File: config.mk
export PLATFORM = sky130hd
export DESIGN_NAME = amcc_ctrl
export DESIGN_NICKNAME = d
export VERILOG_FILES = /design/src/inc/amcc_pkg.sv /design/src/verilog/amcc_ctrl.sv
export VERILOG_INCLUDE_DIRS = /design/src /design/src/inc
export SDC_FILE = /design/constraint.sdc
export NUM_CORES = 1
export LEC_CHECK = 0
export ABC_AREA = 0
export BUFFER_PORTS_ARGS = -buffer_cell sky130_fd_sc_hd__buf_2
export CAP_MARGIN = 20
export CELL_PAD_IN_SITES_DETAIL_PLACEMENT = 0
export CELL_PAD_IN_SITES_GLOBAL_PLACEMENT = 2
export CORE_UTILIZATION = 42
export CTS_BUF_LIST = sky130_fd_sc_hd__clkbuf_8
export DETAILED_ROUTE_END_ITERATION = 6
export PLACE_DENSITY_LB_ADDON = 0.1
export SETUP_SLACK_MARGIN = 0.2
export SLEW_MARGIN = 20
export SYNTH_ARGS = -nofsm -noshare
export SYNTH_HDL_FRONTEND = slang
export SYNTH_SLANG_ARGS = --single-unit
File: constraint.sdc
create_clock -name pclk -period 9.6 [get_ports pclk]
set_input_delay 1.92 -clock pclk [delete_from_list [all_inputs] [get_ports pclk]]
set_output_delay 1.92 -clock pclk [all_outputs]
set_load 0.01 [all_outputs]
File: src/inc/amcc_defs.svh
// Purpose: offsets, fields, resets, timing
// Assumes: APB, byte addresses
// Notes:   counts in modulator periods
`ifndef AMCC_DEFS_SVH
`define AMCC_DEFS_SVH
// ----------------------------------------
// Register offsets
// ----------------------------------------
`define AMCC_OFF_CTRL   8'h00
`define AMCC_OFF_CONV   8'h04
`define AMCC_OFF_OSR    8'h08
`define AMCC_OFF_STAT   8'h0C
`define AMCC_OFF_RES_A  8'h10
`define AMCC_OFF_RES_B  8'h14
// ----------------------------------------
// Field positions
// ----------------------------------------
`define AMCC_F_OPSEL    1:0
`define AMCC_B_STYLE    2
`define AMCC_B_EN       3
`define AMCC_B_CHOP     5
`define AMCC_B_DLY_A    7
`define AMCC_B_DLY_B    10
`define AMCC_B_GO       0
`define AMCC_B_HALT     2
`define AMCC_B_RUN      4
`define AMCC_B_PWR      2
`define AMCC_B_RDYN     3
// ----------------------------------------
// Reset values and timing
// ----------------------------------------
`define AMCC_OSR_RST    16'h0100
`define AMCC_EN_RST     2'h3
`define AMCC_SETTLE_ADD 44
`define AMCC_DLY_SHL    6
`endif

File: src/inc/amcc_pkg.sv
// Purpose: shared types
// Assumes: nothing
// Notes:   codes 2'h3 of the mode field unused
package amcc_pkg;
	typedef enum logic [1:0] {
		AMCC_OP_ACTIVE  = 2'h0,
		AMCC_OP_STANDBY = 2'h1,
		AMCC_OP_PDOWN   = 2'h2
	} amcc_op_t;
	typedef enum logic [2:0] {
		AMCC_ST_IDLE = 3'h1,
		AMCC_ST_WAIT = 3'h2,
		AMCC_ST_CONV = 3'h4
	} amcc_st_t;
endpackage : amcc_pkg

File: src/verilog/amcc_ctrl.sv
// Purpose: mode and conversion control
// Assumes: samples arrive on pclk
// Notes:   timing counted in modulator ticks
//
// Overview of operation
// [RULE1] Three modes picked by a two-bit field.
// [RULE2] Reset gives active mode, converters enabled, nothing running.
// [RULE3] Start honoured only in active mode with converter enabled.
// [RULE4] Standby disables converters, halts conversion, ignores starts.
// [RULE5] Host enters standby before switching clock source.
// [RULE6] Power-down unpowers analog, keeps registers, stops conversions.
// [RULE7] Host waits reference start-up after leaving power-down.
// [RULE8] One bit selects continuous or single-shot conversion.
// [RULE9] Host stops converter before changing its calibration.
// [RULE10] Go starts endless conversions; go again restarts.
// [RULE11] Halt lets conversion finish; reads one until stopped.
// [RULE12] Go wins over halt in the same write.
// [RULE13] Result kept; cleared by reset, disable, standby, power-down.
// [RULE14] Start takes effect at end of the write.
// [RULE15] Go raises ready output; old result stays readable.
// [RULE16] First result after 3*OSR+44 ticks, then every OSR.
// [RULE17] No step detection; output rate stays fixed.
// [RULE18] Single-shot: one conversion, go restarts, halt ignored.
// [RULE19] Chop alternates polarity, normal first, resets filter.
// [RULE20] Chop withholds first; outputs half rolling difference.
// [RULE21] Chop first 2*(D+3*OSR)+44, then D+3*OSR.
// [RULE22] Chop settle delay from three-bit field.
// [RULE23] Unused mode code keeps the current mode.
//
// The implementer's own choices: the placing of the registers and the APB interface to the registers.
`include "amcc_defs.svh"
`timescale 1ns/1ps
`default_nettype none
module amcc_ctrl import amcc_pkg::*; #(
	parameter int unsigned OSR_W = 16,
	parameter int unsigned RES_W = 24
) (
	input  wire logic              pclk,
	input  wire logic              presetn,
	input  wire logic              psel,
	input  wire logic              penable,
	input  wire logic              pwrite,
	input  wire logic [7:0]        paddr,
	input  wire logic [31:0]       pwdata,
	output logic      [31:0]       prdata,
	output logic                   pready,
	output logic                   pslverr,
	input  wire logic              mod_clk,
	input  wire logic [RES_W-1:0]  sample_a,
	input  wire logic [RES_W-1:0]  sample_b,
	output logic                   analog_power,
	output logic                   conv_active_a,
	output logic                   conv_active_b,
	output logic                   filter_reset_a,
	output logic                   filter_reset_b,
	output logic                   polarity_inv_a,
	output logic                   polarity_inv_b,
	output logic                   result_ready_n_a,
	output logic                   result_ready_n_b
);
	localparam int unsigned CNT_W = OSR_W + 4;

	// ----------------------------------------
	// Helpers
	// ----------------------------------------
	function automatic logic [CNT_W-1:0] conv_len(
		input logic [OSR_W-1:0] o,
		input logic             chop_on,
		input logic             first_on
	);
		logic [CNT_W-1:0] t;
		t = CNT_W'(o) + CNT_W'({o, 1'b0});
		if (first_on)
			t = t + CNT_W'(`AMCC_SETTLE_ADD);
		else if (!chop_on)
			t = CNT_W'(o);
		return t;
	endfunction : conv_len

	function automatic logic [CNT_W-1:0] dly_len(
		input logic [2:0] code
	);
		return CNT_W'(code) << `AMCC_DLY_SHL;
	endfunction : dly_len

	function automatic logic [RES_W-1:0] half_diff(
		input logic [RES_W-1:0] a,
		input logic [RES_W-1:0] b
	);
		logic [RES_W:0] d;
		d = {a[RES_W-1], a} - {b[RES_W-1], b};
		return d[RES_W:1];
	endfunction : half_diff

	// ----------------------------------------
	// Modulator clock sampling
	// ----------------------------------------
	logic [2:0] msync;
	logic [2:0] next_msync;
	logic       tick;

	always_comb begin
		next_msync = {msync[1:0], mod_clk};
	end

	always_ff @(posedge pclk or negedge presetn) begin
		if (!presetn)
			msync <= 3'h0;
		else
			msync <= next_msync;
	end

	// Rising edge seen only past the second stage
	assign tick = msync[1] & ~msync[2];

	// ----------------------------------------
	// Register bus and configuration
	// ----------------------------------------
	logic [1:0]       op_sel;
	logic             style;
	logic [1:0]       en;
	logic [1:0]       chop;
	logic [2:0]       dly [2];
	logic [OSR_W-1:0] osr;
	logic [1:0]       next_op_sel;
	logic             next_style;
	logic [1:0]       next_en;
	logic [1:0]       next_chop;
	logic [2:0]       next_dly [2];
	logic [OSR_W-1:0] next_osr;
	logic [31:0]      next_prdata;
	logic             next_pready;
	logic             next_pslverr;
	logic             next_analog_power;
	logic             acc;
	logic             wr;
	logic             mapped;
	logic [1:0]       go;
	logic [1:0]       halt_req;
	logic [1:0]       live;

	// Write lands on the edge that samples pready
	assign acc = psel & penable & pready;
	assign wr  = acc & pwrite;

	always_comb begin
		mapped = 1'b1;
		case (paddr)
			`AMCC_OFF_CTRL,
			`AMCC_OFF_CONV,
			`AMCC_OFF_OSR,
			`AMCC_OFF_STAT,
			`AMCC_OFF_RES_A,
			`AMCC_OFF_RES_B: mapped = 1'b1;
			default:         mapped = 1'b0;
		endcase
	end

	always_comb begin
		for (int i = 0; i < 2; i++) begin
			// [RULE14] Start at end of write
			go[i] = wr && paddr == `AMCC_OFF_CONV
				&& pwdata[`AMCC_B_GO + i];
			halt_req[i] = wr && paddr == `AMCC_OFF_CONV
				&& pwdata[`AMCC_B_HALT + i];
			// [RULE3] Active and enabled only
			live[i] = op_sel == AMCC_OP_ACTIVE && en[i];
		end
	end

	always_comb begin
		next_op_sel = op_sel;
		next_style  = style;
		next_en     = en;
		next_chop   = chop;
		next_dly    = dly;
		next_osr    = osr;
		if (wr && paddr == `AMCC_OFF_CTRL) begin
			// [RULE1] Two-bit mode field
			// [RULE23] Spare code ignored
			if (pwdata[`AMCC_F_OPSEL] != 2'h3)
				next_op_sel = pwdata[`AMCC_F_OPSEL];
			// [RULE8] Conversion style bit
			next_style  = pwdata[`AMCC_B_STYLE];
			next_en     = pwdata[`AMCC_B_EN +: 2];
			next_chop   = pwdata[`AMCC_B_CHOP +: 2];
			// [RULE22] Three-bit delay fields
			next_dly[0] = pwdata[`AMCC_B_DLY_A +: 3];
			next_dly[1] = pwdata[`AMCC_B_DLY_B +: 3];
		end
		if (wr && paddr == `AMCC_OFF_OSR)
			next_osr = pwdata[OSR_W-1:0];
		// [RULE6] Analog off in power-down
		next_analog_power = next_op_sel != AMCC_OP_PDOWN;
	end

	always_ff @(posedge pclk or negedge presetn) begin
		if (!presetn) begin
			// [RULE2] Active, all enabled
			op_sel       <= AMCC_OP_ACTIVE;
			style        <= 1'b0;
			en           <= `AMCC_EN_RST;
			chop         <= 2'h0;
			dly[0]       <= 3'h0;
			dly[1]       <= 3'h0;
			osr          <= OSR_W'(`AMCC_OSR_RST);
			analog_power <= 1'b1;
		end else begin
			op_sel       <= next_op_sel;
			style        <= next_style;
			en           <= next_en;
			chop         <= next_chop;
			dly          <= next_dly;
			osr          <= next_osr;
			analog_power <= next_analog_power;
		end
	end

	// ----------------------------------------
	// Converter sequencing
	// ----------------------------------------
	amcc_st_t         st [2];
	amcc_st_t         next_st [2];
	logic [CNT_W-1:0] cnt [2];
	logic [CNT_W-1:0] next_cnt [2];
	logic [1:0]       first;
	logic [1:0]       next_first;
	logic [1:0]       halt;
	logic [1:0]       next_halt;
	logic [1:0]       pol;
	logic [1:0]       next_pol;
	logic [1:0]       rdy_n;
	logic [1:0]       next_rdy_n;
	logic [1:0]       frst;
	logic [1:0]       next_frst;
	logic [1:0]       act;
	logic [1:0]       next_act;
	logic [RES_W-1:0] prev [2];
	logic [RES_W-1:0] next_prev [2];
	logic [RES_W-1:0] res [2];
	logic [RES_W-1:0] next_res [2];
	logic [RES_W-1:0] smp [2];
	logic [CNT_W-1:0] clen [2];
	logic [CNT_W-1:0] dlen [2];
	logic [1:0]       stop;

	assign smp[0] = sample_a;
	assign smp[1] = sample_b;

	always_comb begin
		for (int i = 0; i < 2; i++) begin
			next_st[i]    = st[i];
			next_cnt[i]   = cnt[i];
			next_first[i] = first[i];
			next_halt[i]  = halt[i];
			next_pol[i]   = pol[i];
			next_rdy_n[i] = rdy_n[i];
			next_prev[i]  = prev[i];
			next_res[i]   = res[i];
			clen[i] = conv_len(osr, chop[i], first[i]);
			dlen[i] = dly_len(dly[i]);
			// [RULE18] Halt ignored in single-shot
			stop[i] = style | halt[i];
			// Short low pulse on each new result
			if (tick && !rdy_n[i])
				next_rdy_n[i] = 1'b1;
			if (!live[i]) begin
				// [RULE4] Forced off, starts ignored
				// [RULE13] Result cleared
				next_st[i]    = AMCC_ST_IDLE;
				next_cnt[i]   = '0;
				next_halt[i]  = 1'b0;
				next_pol[i]   = 1'b0;
				next_rdy_n[i] = 1'b1;
				next_res[i]   = '0;
			end else if (go[i]) begin
				// [RULE10] Start or restart
				// [RULE12] Go beats halt
				// [RULE15] Ready forced high
				// [RULE19] Normal polarity first
				next_st[i] = (chop[i] && dlen[i] != '0)
					? AMCC_ST_WAIT : AMCC_ST_CONV;
				next_cnt[i]   = '0;
				next_first[i] = 1'b1;
				next_halt[i]  = 1'b0;
				next_pol[i]   = 1'b0;
				next_rdy_n[i] = 1'b1;
			end else begin
				// [RULE11] Halt held until stopped
				if (halt_req[i] && !style
					&& st[i] != AMCC_ST_IDLE)
					next_halt[i] = 1'b1;
				case (st[i])
					AMCC_ST_IDLE: begin
						next_cnt[i] = '0;
					end
					AMCC_ST_WAIT: begin
						// [RULE22] Settle after go or inversion
						if (tick) begin
							next_cnt[i] = cnt[i] + 1'b1;
							if (cnt[i] + 1'b1 >= dlen[i]) begin
								next_cnt[i] = '0;
								next_st[i]  = AMCC_ST_CONV;
							end
						end
					end
					AMCC_ST_CONV: begin
						// [RULE16] Settling then OSR rate
						// [RULE21] Chop period lengths
						if (tick) begin
							next_cnt[i] = cnt[i] + 1'b1;
							if (cnt[i] + 1'b1 >= clen[i]) begin
								next_cnt[i]   = '0;
								next_first[i] = 1'b0;
								if (chop[i]) begin
									// [RULE19] Flip, filter reset
									next_pol[i]  = ~pol[i];
									next_prev[i] = smp[i];
									next_st[i] = dlen[i] != '0
										? AMCC_ST_WAIT
										: AMCC_ST_CONV;
									// [RULE20] Withhold, then pair
									if (!first[i]) begin
										next_res[i] = pol[i]
											? half_diff(prev[i], smp[i])
											: half_diff(smp[i], prev[i]);
										next_rdy_n[i] = 1'b0;
										if (stop[i]) begin
											next_st[i]   = AMCC_ST_IDLE;
											next_halt[i] = 1'b0;
										end
									end
								end else begin
									// [RULE17] No step detection
									next_res[i]   = smp[i];
									next_rdy_n[i] = 1'b0;
									// [RULE18] One result, then idle
									if (stop[i]) begin
										next_st[i]   = AMCC_ST_IDLE;
										next_halt[i] = 1'b0;
									end
								end
							end
						end
					end
					default: begin
						next_st[i] = AMCC_ST_IDLE;
					end
				endcase
			end
			// [RULE19] Filter held outside conversion
			next_frst[i] = next_st[i] != AMCC_ST_CONV
				|| (go[i] && live[i])
				|| (next_st[i] == AMCC_ST_CONV
				&& st[i] == AMCC_ST_CONV
				&& next_pol[i] != pol[i]);
			next_act[i] = next_st[i] != AMCC_ST_IDLE;
		end
	end

	always_ff @(posedge pclk or negedge presetn) begin
		if (!presetn) begin
			for (int i = 0; i < 2; i++) begin
				st[i]   <= AMCC_ST_IDLE;
				cnt[i]  <= '0;
				prev[i] <= '0;
				res[i]  <= '0;
			end
			first <= 2'h0;
			halt  <= 2'h0;
			pol   <= 2'h0;
			rdy_n <= 2'h3;
			frst  <= 2'h3;
			act   <= 2'h0;
		end else begin
			st    <= next_st;
			cnt   <= next_cnt;
			prev  <= next_prev;
			res   <= next_res;
			first <= next_first;
			halt  <= next_halt;
			pol   <= next_pol;
			rdy_n <= next_rdy_n;
			frst  <= next_frst;
			act   <= next_act;
		end
	end

	assign conv_active_a    = act[0];
	assign conv_active_b    = act[1];
	assign filter_reset_a   = frst[0];
	assign filter_reset_b   = frst[1];
	assign polarity_inv_a   = pol[0];
	assign polarity_inv_b   = pol[1];
	assign result_ready_n_a = rdy_n[0];
	assign result_ready_n_b = rdy_n[1];

	// ----------------------------------------
	// Read data
	// ----------------------------------------
	always_comb begin
		next_pready  = psel & penable & ~pready;
		next_pslverr = next_pready & ~mapped;
		next_prdata  = 32'h0000_0000;
		if (next_pready && !pwrite) begin
			case (paddr)
				`AMCC_OFF_CTRL: begin
					next_prdata[`AMCC_F_OPSEL] = op_sel;
					next_prdata[`AMCC_B_STYLE] = style;
					next_prdata[`AMCC_B_EN +: 2] = en;
					next_prdata[`AMCC_B_CHOP +: 2] = chop;
					next_prdata[`AMCC_B_DLY_A +: 3] = dly[0];
					next_prdata[`AMCC_B_DLY_B +: 3] = dly[1];
				end
				`AMCC_OFF_CONV: begin
					next_prdata[`AMCC_B_HALT +: 2] = halt;
					next_prdata[`AMCC_B_RUN +: 2]  = act;
				end
				`AMCC_OFF_OSR: begin
					next_prdata[OSR_W-1:0] = osr;
				end
				`AMCC_OFF_STAT: begin
					next_prdata[`AMCC_F_OPSEL] = op_sel;
					next_prdata[`AMCC_B_PWR] = analog_power;
					next_prdata[`AMCC_B_RDYN +: 2] = rdy_n;
				end
				`AMCC_OFF_RES_A: begin
					next_prdata[RES_W-1:0] = res[0];
				end
				`AMCC_OFF_RES_B: begin
					next_prdata[RES_W-1:0] = res[1];
				end
				default: begin
					next_prdata = 32'h0000_0000;
				end
			endcase
		end
	end

	// Registered answer costs one wait state
	always_ff @(posedge pclk or negedge presetn) begin
		if (!presetn) begin
			prdata  <= 32'h0000_0000;
			pready  <= 1'b0;
			pslverr <= 1'b0;
		end else begin
			prdata  <= next_prdata;
			pready  <= next_pready;
			pslverr <= next_pslverr;
		end
	end
endmodule : amcc_ctrl
`default_nettype wire

==> results summary, run 1 <==
The run finished, with violations left. The final reports fail on design-rule violations. The HPWL after detailed placement came out at 40000 um.

The number of enable flip-flop cells after synthesis came out at 0. Once detail routing completed, the nets flagged for antenna violations numbered 0. The ratio of routed vias to standard cells came out at 5.69.

The sequential area share after synthesis is 0.305. The first-pass GRT wire length came out at 83400 um. The initial DRC count is 1132. The final hold violation count came out at 0. The required time at the worst-slack endpoint came out at 10080 ps.

In this run, synthesis produced a sequential element count of 213. The maximum level of the CTS H-tree is 2. The number of global-route vias before repair was 14.8k.

TritonCTS built the clock tree. Of all flip-flops after synthesis, the portion carrying an async set or reset was 1.00. The clock passes through at most 3 buffers.

Setup repair after global routing left no endpoint under its margin. The signal on the critical path passes through ha_1, inv_1, fa_1, nand2b_1, a21oi_1, xor2_1, o21ai_0, nor4_1, and3_1, nor3b_1, xor2_1, a22oi_1, ha_1, a21o_1, a21oi_1, o21ai_0, a21o_1, a311o_2, nand3_1, nor2_2, nand2_2, mux2_2. The height of the die came out at 206 um.

The count of instances resized after the clock tree is built is 0. The flop-to-flop setup slack is 3040 ps. Setup violations remaining at the end of the flow were counted as 0. The minimum clock period came out at 6560 ps.

The terminus of the critical flop-to-flop path is prev[24]. At the end of routability-driven placement, the weighted congestion stood at 0.903. The fraction of layout cells with a size suffix above 1 is 0.127. The number of instances on the worst hold path came out at 0. Entering global routing, the biggest net connects 98 pins. The critical path in this run is classified as reg -> reg. The kind of cell with the highest combined delay along the critical path is simple AND/OR/NAND/NOR gates. The logic depth of the worst register-to-register path came out at 22.

In this run the worst hold path is classified as reg -> reg. The insertion delay to the later sink of the worst-skew pair is 630 ps. The number of warnings issued by yosys came out at 0.

For the pin with the worst max-slew slack, the measured transition is 1040 ps. The reported leakage power is 0.00944 uW. In this run the mean area of a mapped cell was 8.43 um2. The count of pins on the block boundary came out at 137.

The total negative slack came out at 0 ps. The slowest cell on the critical path is sky130_fd_sc_hd__nand2_2. The initial antenna violation count came out at 3.

The synthesized instance count is 2078. The global-route usage over all layers came out at 0.254. The number of max-slew violations in the final report came out at 0.

The final layout contains routed wiring with a total length of 53600 um. The count of different cell masters after synthesis came out at 93. The share of the cycle needed by the critical path after routing came out at 0.683. For this configuration, the core starts out at a cell density of 0.427.

The worst slew slack as a fraction of its limit is 0.305. Dividing total power by cell area gives a power density of 108 nW/um2. The worst endpoint data arrival time came out at 7040 ps. The worst setup path is captured at a register.

The worst-case setup margin in the final layout is 3040 ps. The floorplan die width came out at 206 um. The most used flip-flop cell after synthesis is sky130_fd_sc_hd__dfrtp_1.

For hold timing, the worst endpoint is msync[1]. The delay of the slowest cell on the worst path came out at 690 ps. The start point of the worst min-delay path is msync[0]. The clock net sink count came out at 213. The number of buffers and inverters on the critical path is 1.

The residual overflow from global routing came out at 0. Input and output buffers added on the ports amount to 112. The library cell used as clock root buffer is sky130_fd_sc_hd__clkbuf_8. The hold buffer count at CTS is 0. At the placement stage, the worst setup path has a slack of 3040 ps. The count of max-cap constraint violations came out at 0.

The number of buffers inserted by post-CTS setup repair is 0. The count of TritonRoute iterations in the first routing pass is 7. The area growth from synthesis to layout is 10.2%. The count of nets after finishing is 2393. The row count came out at 74. In the final routed layout, each cell accounts on average for 19.8 um. Summing over every cut layer, the via total after detailed routing is 15.4k. In this run the critical register-to-register path is launched from osr[0]. The remaining design rule violation count is 4. The worst-case clock skew came out at 32.8 ps. After clock tree synthesis, the clock-pin slew on the worst setup and hold paths is 60 ps.

The achievable clock frequency is 152 MHz. The number of buffers created by CTS came out at 44. The die covers 42500 um2.

The final hold slack came out at 365 ps. The mapped netlist covers 17500 um2. The core utilization of the finished layout is 0.471. STA classifies the critical path startpoint as a register. The region available for standard cell placement spans 41000 um2. The maximum VDD drop came out at 0.0959 mV. The maximum fanout along the worst path is 25.
## synth_stat cells (48+ instances only)
cell,n,area (um2)
sky130_fd_sc_hd__mux2i_1,67,671
sky130_fd_sc_hd__nor3_1,48,240
sky130_fd_sc_hd__o21ai_0,129,646
sky130_fd_sc_hd__a21o_1,56,420
sky130_fd_sc_hd__a21oi_1,179,896
sky130_fd_sc_hd__dfrtp_1,203,5080
sky130_fd_sc_hd__ha_1,157,1960
sky130_fd_sc_hd__nor2_1,153,574
sky130_fd_sc_hd__nand2_1,189,709
sky130_fd_sc_hd__inv_1,138,518
sky130_fd_sc_hd__xnor2_1,63,552
sky130_fd_sc_hd__clkbuf_1,86,323
## final cells by class
cell class / instances / area (um2)
antenna: 2 / 5.00
fill: 4160 / 21700
clock inverter: 32 / 230
clock buffer: 49 / 674
timing repair buffer: 129 / 698
multi-input combinational: 1611 / 11200
inverter: 138 / 518
sequential: 213 / 5350
tap: 532 / 666
## layer usage
layer / vias to the layer above / wire (um) / track usage
met5: - / 0 / 0
met4: 0 / 1120 / 0.0735
met3: 65 / 2420 / 0.0344
met2: 323 / 25000 / 0.418
met1: 7362 / 25000 / 0.346
li1: 7636 / - / -
## cell usage in the layout (no fill, tap or decap), drive strengths merged, types with 8 or more instances in the layout
cell type,n
a21oi,179
or2,11
nor2b,21
nand2,190
clkinv,9
xnor2,63
buf,129
ha,157
nor2,155
nand3,41
mux2i,67
dfrtp,203
inv,156
or3,15
mux2,35
o211ai,29
o221ai,8
a22oi,18
xor2,34
a22o,10
nand4,33
and3,20
nor3,51
dfstp,10
a222oi,15
nand2b,33
conb,8
and4,8
o21ai,133
clkbuf,49
a221o,8
nor4,9
a211oi,44
and2,12
o31ai,24
o21a,11
a21o,56
a31oi,12
## stage by stage
| step | power [uW] | instances | instance area (um2) |
|---|---|---|---|
| 3_5_place_dp | 1090 | 2623 | 18400 |
| 5_1_grt | 2180 | 2705 | 19300 |
| 6_report | 2090 | 2706 | 19300 |
| 4_1_cts | 2120 | 2704 | 19300 |
| 2_1_floorplan | 1010 | 2085 | 17600 |
| 3_3_place_gp | 1090 | 2623 | 18400 |
## logic make-up after synthesis
kind of cell | count (synthesis) | share of synthesized area
AND/OR/NAND/NOR | 621 | 0.174
AO/OA/AOI/OAI | 618 | 0.230
buffers and inverters | 261 | 0.0604
flip-flops | 213 | 0.305
adder cells (fa/ha/maj) | 162 | 0.118
multiplexers | 105 | 0.0646
XOR/XNOR | 97 | 0.0485
other | 1 | 0.000214
## registers in the layout, summed over array words and instances (netlist names), 3 cells and up
register  count
dlen          6
cnt          40
prev         48
res          48
st            6
msync         3
osr          16
prdata       24
## report_power, final
group / total (uW) / leakage, uW / internal, uW / switching [uW]
sequential: 902 / 0.00265 / 900 / 2.20
combinational: 167 / 0.00627 / 56.4 / 111
clock: 1020 / 0.000526 / 554 / 462
## how the worst max path moves through the flow
stage	slack, ps	start	endpoint	cells past startpoint
after floorplan	4390	osr[1]	cnt[34]	24
after global placement	3050	osr[0]	prev[24]	22
after detailed placement	3040	osr[0]	prev[24]	22
after CTS	2950	osr[0]	prev[24]	22
after global routing	2460	osr[0]	res[43]	23
final	3040	osr[0]	prev[24]	22
## worst register-to-register path, cell delays in order, from the launching register on
cell                       delay (ps)
sky130_fd_sc_hd__dfrtp_1          510
sky130_fd_sc_hd__ha_1             260
sky130_fd_sc_hd__inv_1             60
sky130_fd_sc_hd__fa_1             390
sky130_fd_sc_hd__nand2b_1         180
sky130_fd_sc_hd__a21oi_1          160
sky130_fd_sc_hd__xor2_1           460
sky130_fd_sc_hd__o21ai_0          230
sky130_fd_sc_hd__nor4_1           410
sky130_fd_sc_hd__and3_1           300
sky130_fd_sc_hd__nor3b_1          310
sky130_fd_sc_hd__xor2_1           220
sky130_fd_sc_hd__a22oi_1          120
sky130_fd_sc_hd__ha_1             350
sky130_fd_sc_hd__a21o_1           190
sky130_fd_sc_hd__a21oi_1          130
sky130_fd_sc_hd__o21ai_0          100
sky130_fd_sc_hd__a21o_1           200
sky130_fd_sc_hd__a311o_2          420
sky130_fd_sc_hd__nand3_1          190
sky130_fd_sc_hd__nor2_2            80
sky130_fd_sc_hd__nand2_2          690
sky130_fd_sc_hd__mux2_2           430
(Power assumes the default switching activity.)
==> inputs of run 2 (changes only) <==
--- a/config.mk
+++ b/config.mk
@@ -6,12 +6,12 @@
 export SDC_FILE = /design/constraint.sdc
 export NUM_CORES = 1
 export LEC_CHECK = 0
-export ABC_AREA = 0
+export ABC_AREA = 1
 export BUFFER_PORTS_ARGS = -buffer_cell sky130_fd_sc_hd__buf_2
 export CAP_MARGIN = 20
 export CELL_PAD_IN_SITES_DETAIL_PLACEMENT = 0
 export CELL_PAD_IN_SITES_GLOBAL_PLACEMENT = 2
-export CORE_UTILIZATION = 42
+export CORE_UTILIZATION = 32
 export CTS_BUF_LIST = sky130_fd_sc_hd__clkbuf_8
 export DETAILED_ROUTE_END_ITERATION = 6
 export PLACE_DENSITY_LB_ADDON = 0.1
==> constraint.sdc (replaced) <==
create_clock -name pclk -period 5.9 [get_ports pclk]
set_input_delay 1.18 -clock pclk [delete_from_list [all_inputs] [get_ports pclk]]
set_output_delay 1.18 -clock pclk [all_outputs]
set_load 0.01 [all_outputs]
==> results summary, run 2 <==
The initial DRC count came out at 1167 (+3.1%). In the synthesized netlist the dominant register cell turns out to be sky130_fd_sc_hd__dfrtp_1. By area the synthesized netlist is led by sky130_fd_sc_hd__dfrtp_1 (27%), sky130_fd_sc_hd__nand2_1 (17%), sky130_fd_sc_hd__ha_1 (10%). The final hold slack came out at 351 ps (-14.0 ps). The power per standard cell area came out at 163 nW/um2 (+51%). For this design, the slowest cell found on the critical path is sky130_fd_sc_hd__fa_1.

The critical path start-end classification is reg -> reg. The final hold violation count is 0 (unchanged). The most critical setup path has its startpoint at osr[1]. The path class of the lowest-slack min-delay path is reg -> reg. The most common library cell in the layout ignoring fill and taps is sky130_fd_sc_hd__nand2_1.

In the final layout, the registers with the most flip-flops are prev (48), res (48), cnt (40). The share of the cycle needed by the critical path after routing came to 0.840 (+0.157). The number of I/O port buffers came out at 112 (unchanged).

The worst slew slack as a fraction of its limit is 0.315 (+0.0105). The worst setup path is launched from a register. The worst-case clock skew was 34.1 ps (+1.36 ps). The ratio of routed vias to standard cells came out at 5.04 (-11%). The routed wire length is 69600 um (+30%). The height of the die is 246 um (+19%).

The worst hold path begins at msync[0]. The maximum clock path buffer count is 3 (unchanged). The count of final setup violators is 0 (unchanged).

The floorplan die width came out at 246 um (+19%). The residual overflow from global routing is 0 (unchanged). The count of max-cap constraint violations came out at 0 (unchanged).

The achievable clock frequency came out at 202 MHz (+32%). The number of buffers inserted by post-CTS setup repair came out at 0 (unchanged). The total via count in the routed design came out at 19.0k (+24%). The number of max-slew violations in the final report is 0 (unchanged). The initial antenna violation count is 1 (-2).

The switching part of the total came out at 0.296 (+0.0201). The largest total area in the synthesized netlist belongs to sky130_fd_sc_hd__dfrtp_1. The remaining design rule violation count was 0 (-4). The flip-flop and latch count after synthesis came out at 213 (unchanged). The number of instances in the placed design is 3691 (+41%). STA classifies the critical path endpoint as a register. The global-route usage over all layers is 0.231 (-0.0237).

The maximum fanout along the worst path is 13 (-48%). The placer's final routability congestion estimate is 0.896 (-0.80%). The HPWL after detailed placement is 54800 um (+37%). The share of flip-flops with an asynchronous set or reset after synthesis is 1.00 (unchanged). The reported leakage power is 0.0110 uW (+17%). The part of the total power dissipated in the clock network is 0.466 (-0.021). The number of warnings issued by yosys is 0 (unchanged). The clock net sink count came out at 213 (unchanged). The fraction of layout cells with a size suffix above 1 was 0.100 (-0.0267).

The register clock-pin slew on the reported worst setup and hold paths is 60 ps (about the same). The switching power is 1020 uW (+77%). Yosys instantiated no cell more often than sky130_fd_sc_hd__nand2_1. The count of pins on the block boundary came out at 137 (unchanged). The count of different cell masters after synthesis came out at 62 (-33%). The number of enable flip-flop cells after synthesis came out at 0 (unchanged). The average wire length per cell after detail routing is 18.4 um (-7.0%). The synthesis-to-finish area growth came out at 11.8%. The insertion delay to the later sink of the worst-skew pair is 640 ps (about the same).

The clock tree from TritonCTS is done. The largest net degree at the start of global routing came out at 103 (+5.1%). The count of TritonRoute iterations in the first routing pass is 5 (-2). In this run the clock root is driven by a sky130_fd_sc_hd__clkbuf_8. The count of nets after finishing is 3229 (+35%). The count of instances resized after the clock tree is built is 0 (unchanged). The worst endpoint data arrival time came out at 5460 ps (-1580 ps). The number of global-route vias before repair is 18.5k (+25%). The transition time at the pin with the least slew margin is 1020 ps (-18.2 ps). The die area came out at 60300 um2 (+42%). The number of buffers created by CTS came to 45 (+2.3%). The maximum level of the CTS H-tree came out at 2 (unchanged). The flop-to-flop setup slack came out at 940 ps (-2100 ps). The area of the placeable core is 58100 um2 (+42%). The total negative slack is 0 ps (unchanged).

The sequential share of power is 0.425 (-0.008). The hold buffer count at CTS is 0 (unchanged). The required time at the worst-slack endpoint is 6410 ps (-3670 ps). The starting density of the core came to 0.326 (-0.101). The startpoint identified for the worst register-to-register timing path is osr[1]. The minimum clock period is 4960 ps (-1600 ps). The sequential area share after synthesis came out at 0.282 (-0.0233). The first-pass GRT wire length was 107000 um (+29%).

The delay of the slowest cell on the worst path was 420 ps (-270 ps). Setup repair after global routing left no endpoint under its margin. The average cell area after synthesis came out at 6.63 um2 (-21%). The residual antenna-violating net count after detailed routing is 0 (unchanged). The combinational share of power is 0.108 (+0.028).

The library cells used most frequently in the layout, excluding fill and tap cells, are sky130_fd_sc_hd__nand2_1 (878), sky130_fd_sc_hd__inv_1 (418), sky130_fd_sc_hd__a21oi_1 (224), sky130_fd_sc_hd__o21ai_0 (211), sky130_fd_sc_hd__dfrtp_1 (203). The share of the synthesized area in the top cell type came to 0.268 (-0.0222). The design internal power came out at 2430 uW (+61%). The core utilization of the finished layout came out at 0.365 (-0.106). The cell area after synthesis came out at 19000 um2 (+8.3%).

The run finished with clean final reports. The most numerous cell type found on the critical path is sky130_fd_sc_hd__nand2_1. By count the netlist is led by sky130_fd_sc_hd__nand2_1 (878), sky130_fd_sc_hd__inv_1 (399), sky130_fd_sc_hd__a21oi_1 (224). The row count is 88 (+19%). The filler-free cell count of the finished design is 3774 (+39%).

The synthesized instance count came to 2863 (+38%). The maximum VDD drop is 0.163 mV (+70%).
## run 2: per-layer routing
layer | track usage | up-vias | share of wire
met5 | 0 | - | 0
met4 | 0.0807 | 0 | 0.032
met3 | 0.0295 | 110 | 0.040
met2 | 0.370 | 408 | 0.45
met1 | 0.316 | 8983 | 0.48
li1 | - | 9535 | -
## run 2: worst paths after layout
path | end | cells past startpoint
max in group asynchronous | prev[23] | 2
min in group asynchronous | cnt[13] | 1
worst max register to register | res[45] | 31
worst min register to register | msync[1] | 0
worst min-delay path | msync[1] | 0
worst max-delay path | res[45] | 31
## run 2: cell families (layout without fill, tap and decap cells)
| group | after synthesis | after routing | share of synthesized area |
|---|---|---|---|
| adders and majority gates | 162 | 162 | 0.109 |
| other | 1 | 9 | 0.000198 |
| xor gates and xnor gates | 42 | 42 | 0.0198 |
| and+or+nand+nor | 1347 | 1347 | 0.300 |
| DFF | 213 | 213 | 0.282 |
| AOI/OAI and AO/OA | 591 | 591 | 0.179 |
| muxes | 15 | 15 | 0.00837 |
| buffers and inverters | 492 | 630 | 0.103 |
## run 2: area by class of cell
type,instances,area [um2]
fill,6403,36900
multi-input combinational,2165,11700
sequential,213,5340
inverter,414,1560
tap,765,957
clock buffer,56,771
timing repair buffer,134,761
clock inverter,26,111
antenna,1,2.50
## run 2: worst max-delay path: cells and delay by family, from the launching register on
family | cells | cell delay (ps)
buffers and inverters | 6 | 530
AND/OR/NAND/NOR | 18 | 2170
XOR/XNOR | 2 | 650
adder cells (fa/ha/maj) | 3 | 880
flip-flops | 1 | 370
AO/OA/AOI/OAI | 2 | 230
## run 2: power groups by stage
stage          Combinational (uW)  Sequential [uW]  Clock, uW
6_report                      373             1470       1610
5_1_grt                       422             1470       1740
4_1_cts                       378             1470       1680
3_5_place_dp                  376             1490          0
3_3_place_gp                  374             1490          0
2_1_floorplan                 214             1490          0
## run 2: stage by stage
step	total power, uW	cell area (um2)	setup slack, ps
after floorplan	1710	19000	1870
after global routing	3620	21200	433
after detailed placement	1870	20300	987
after global placement	1870	20300	985
after CTS	3530	21200	948
final	3450	21200	943
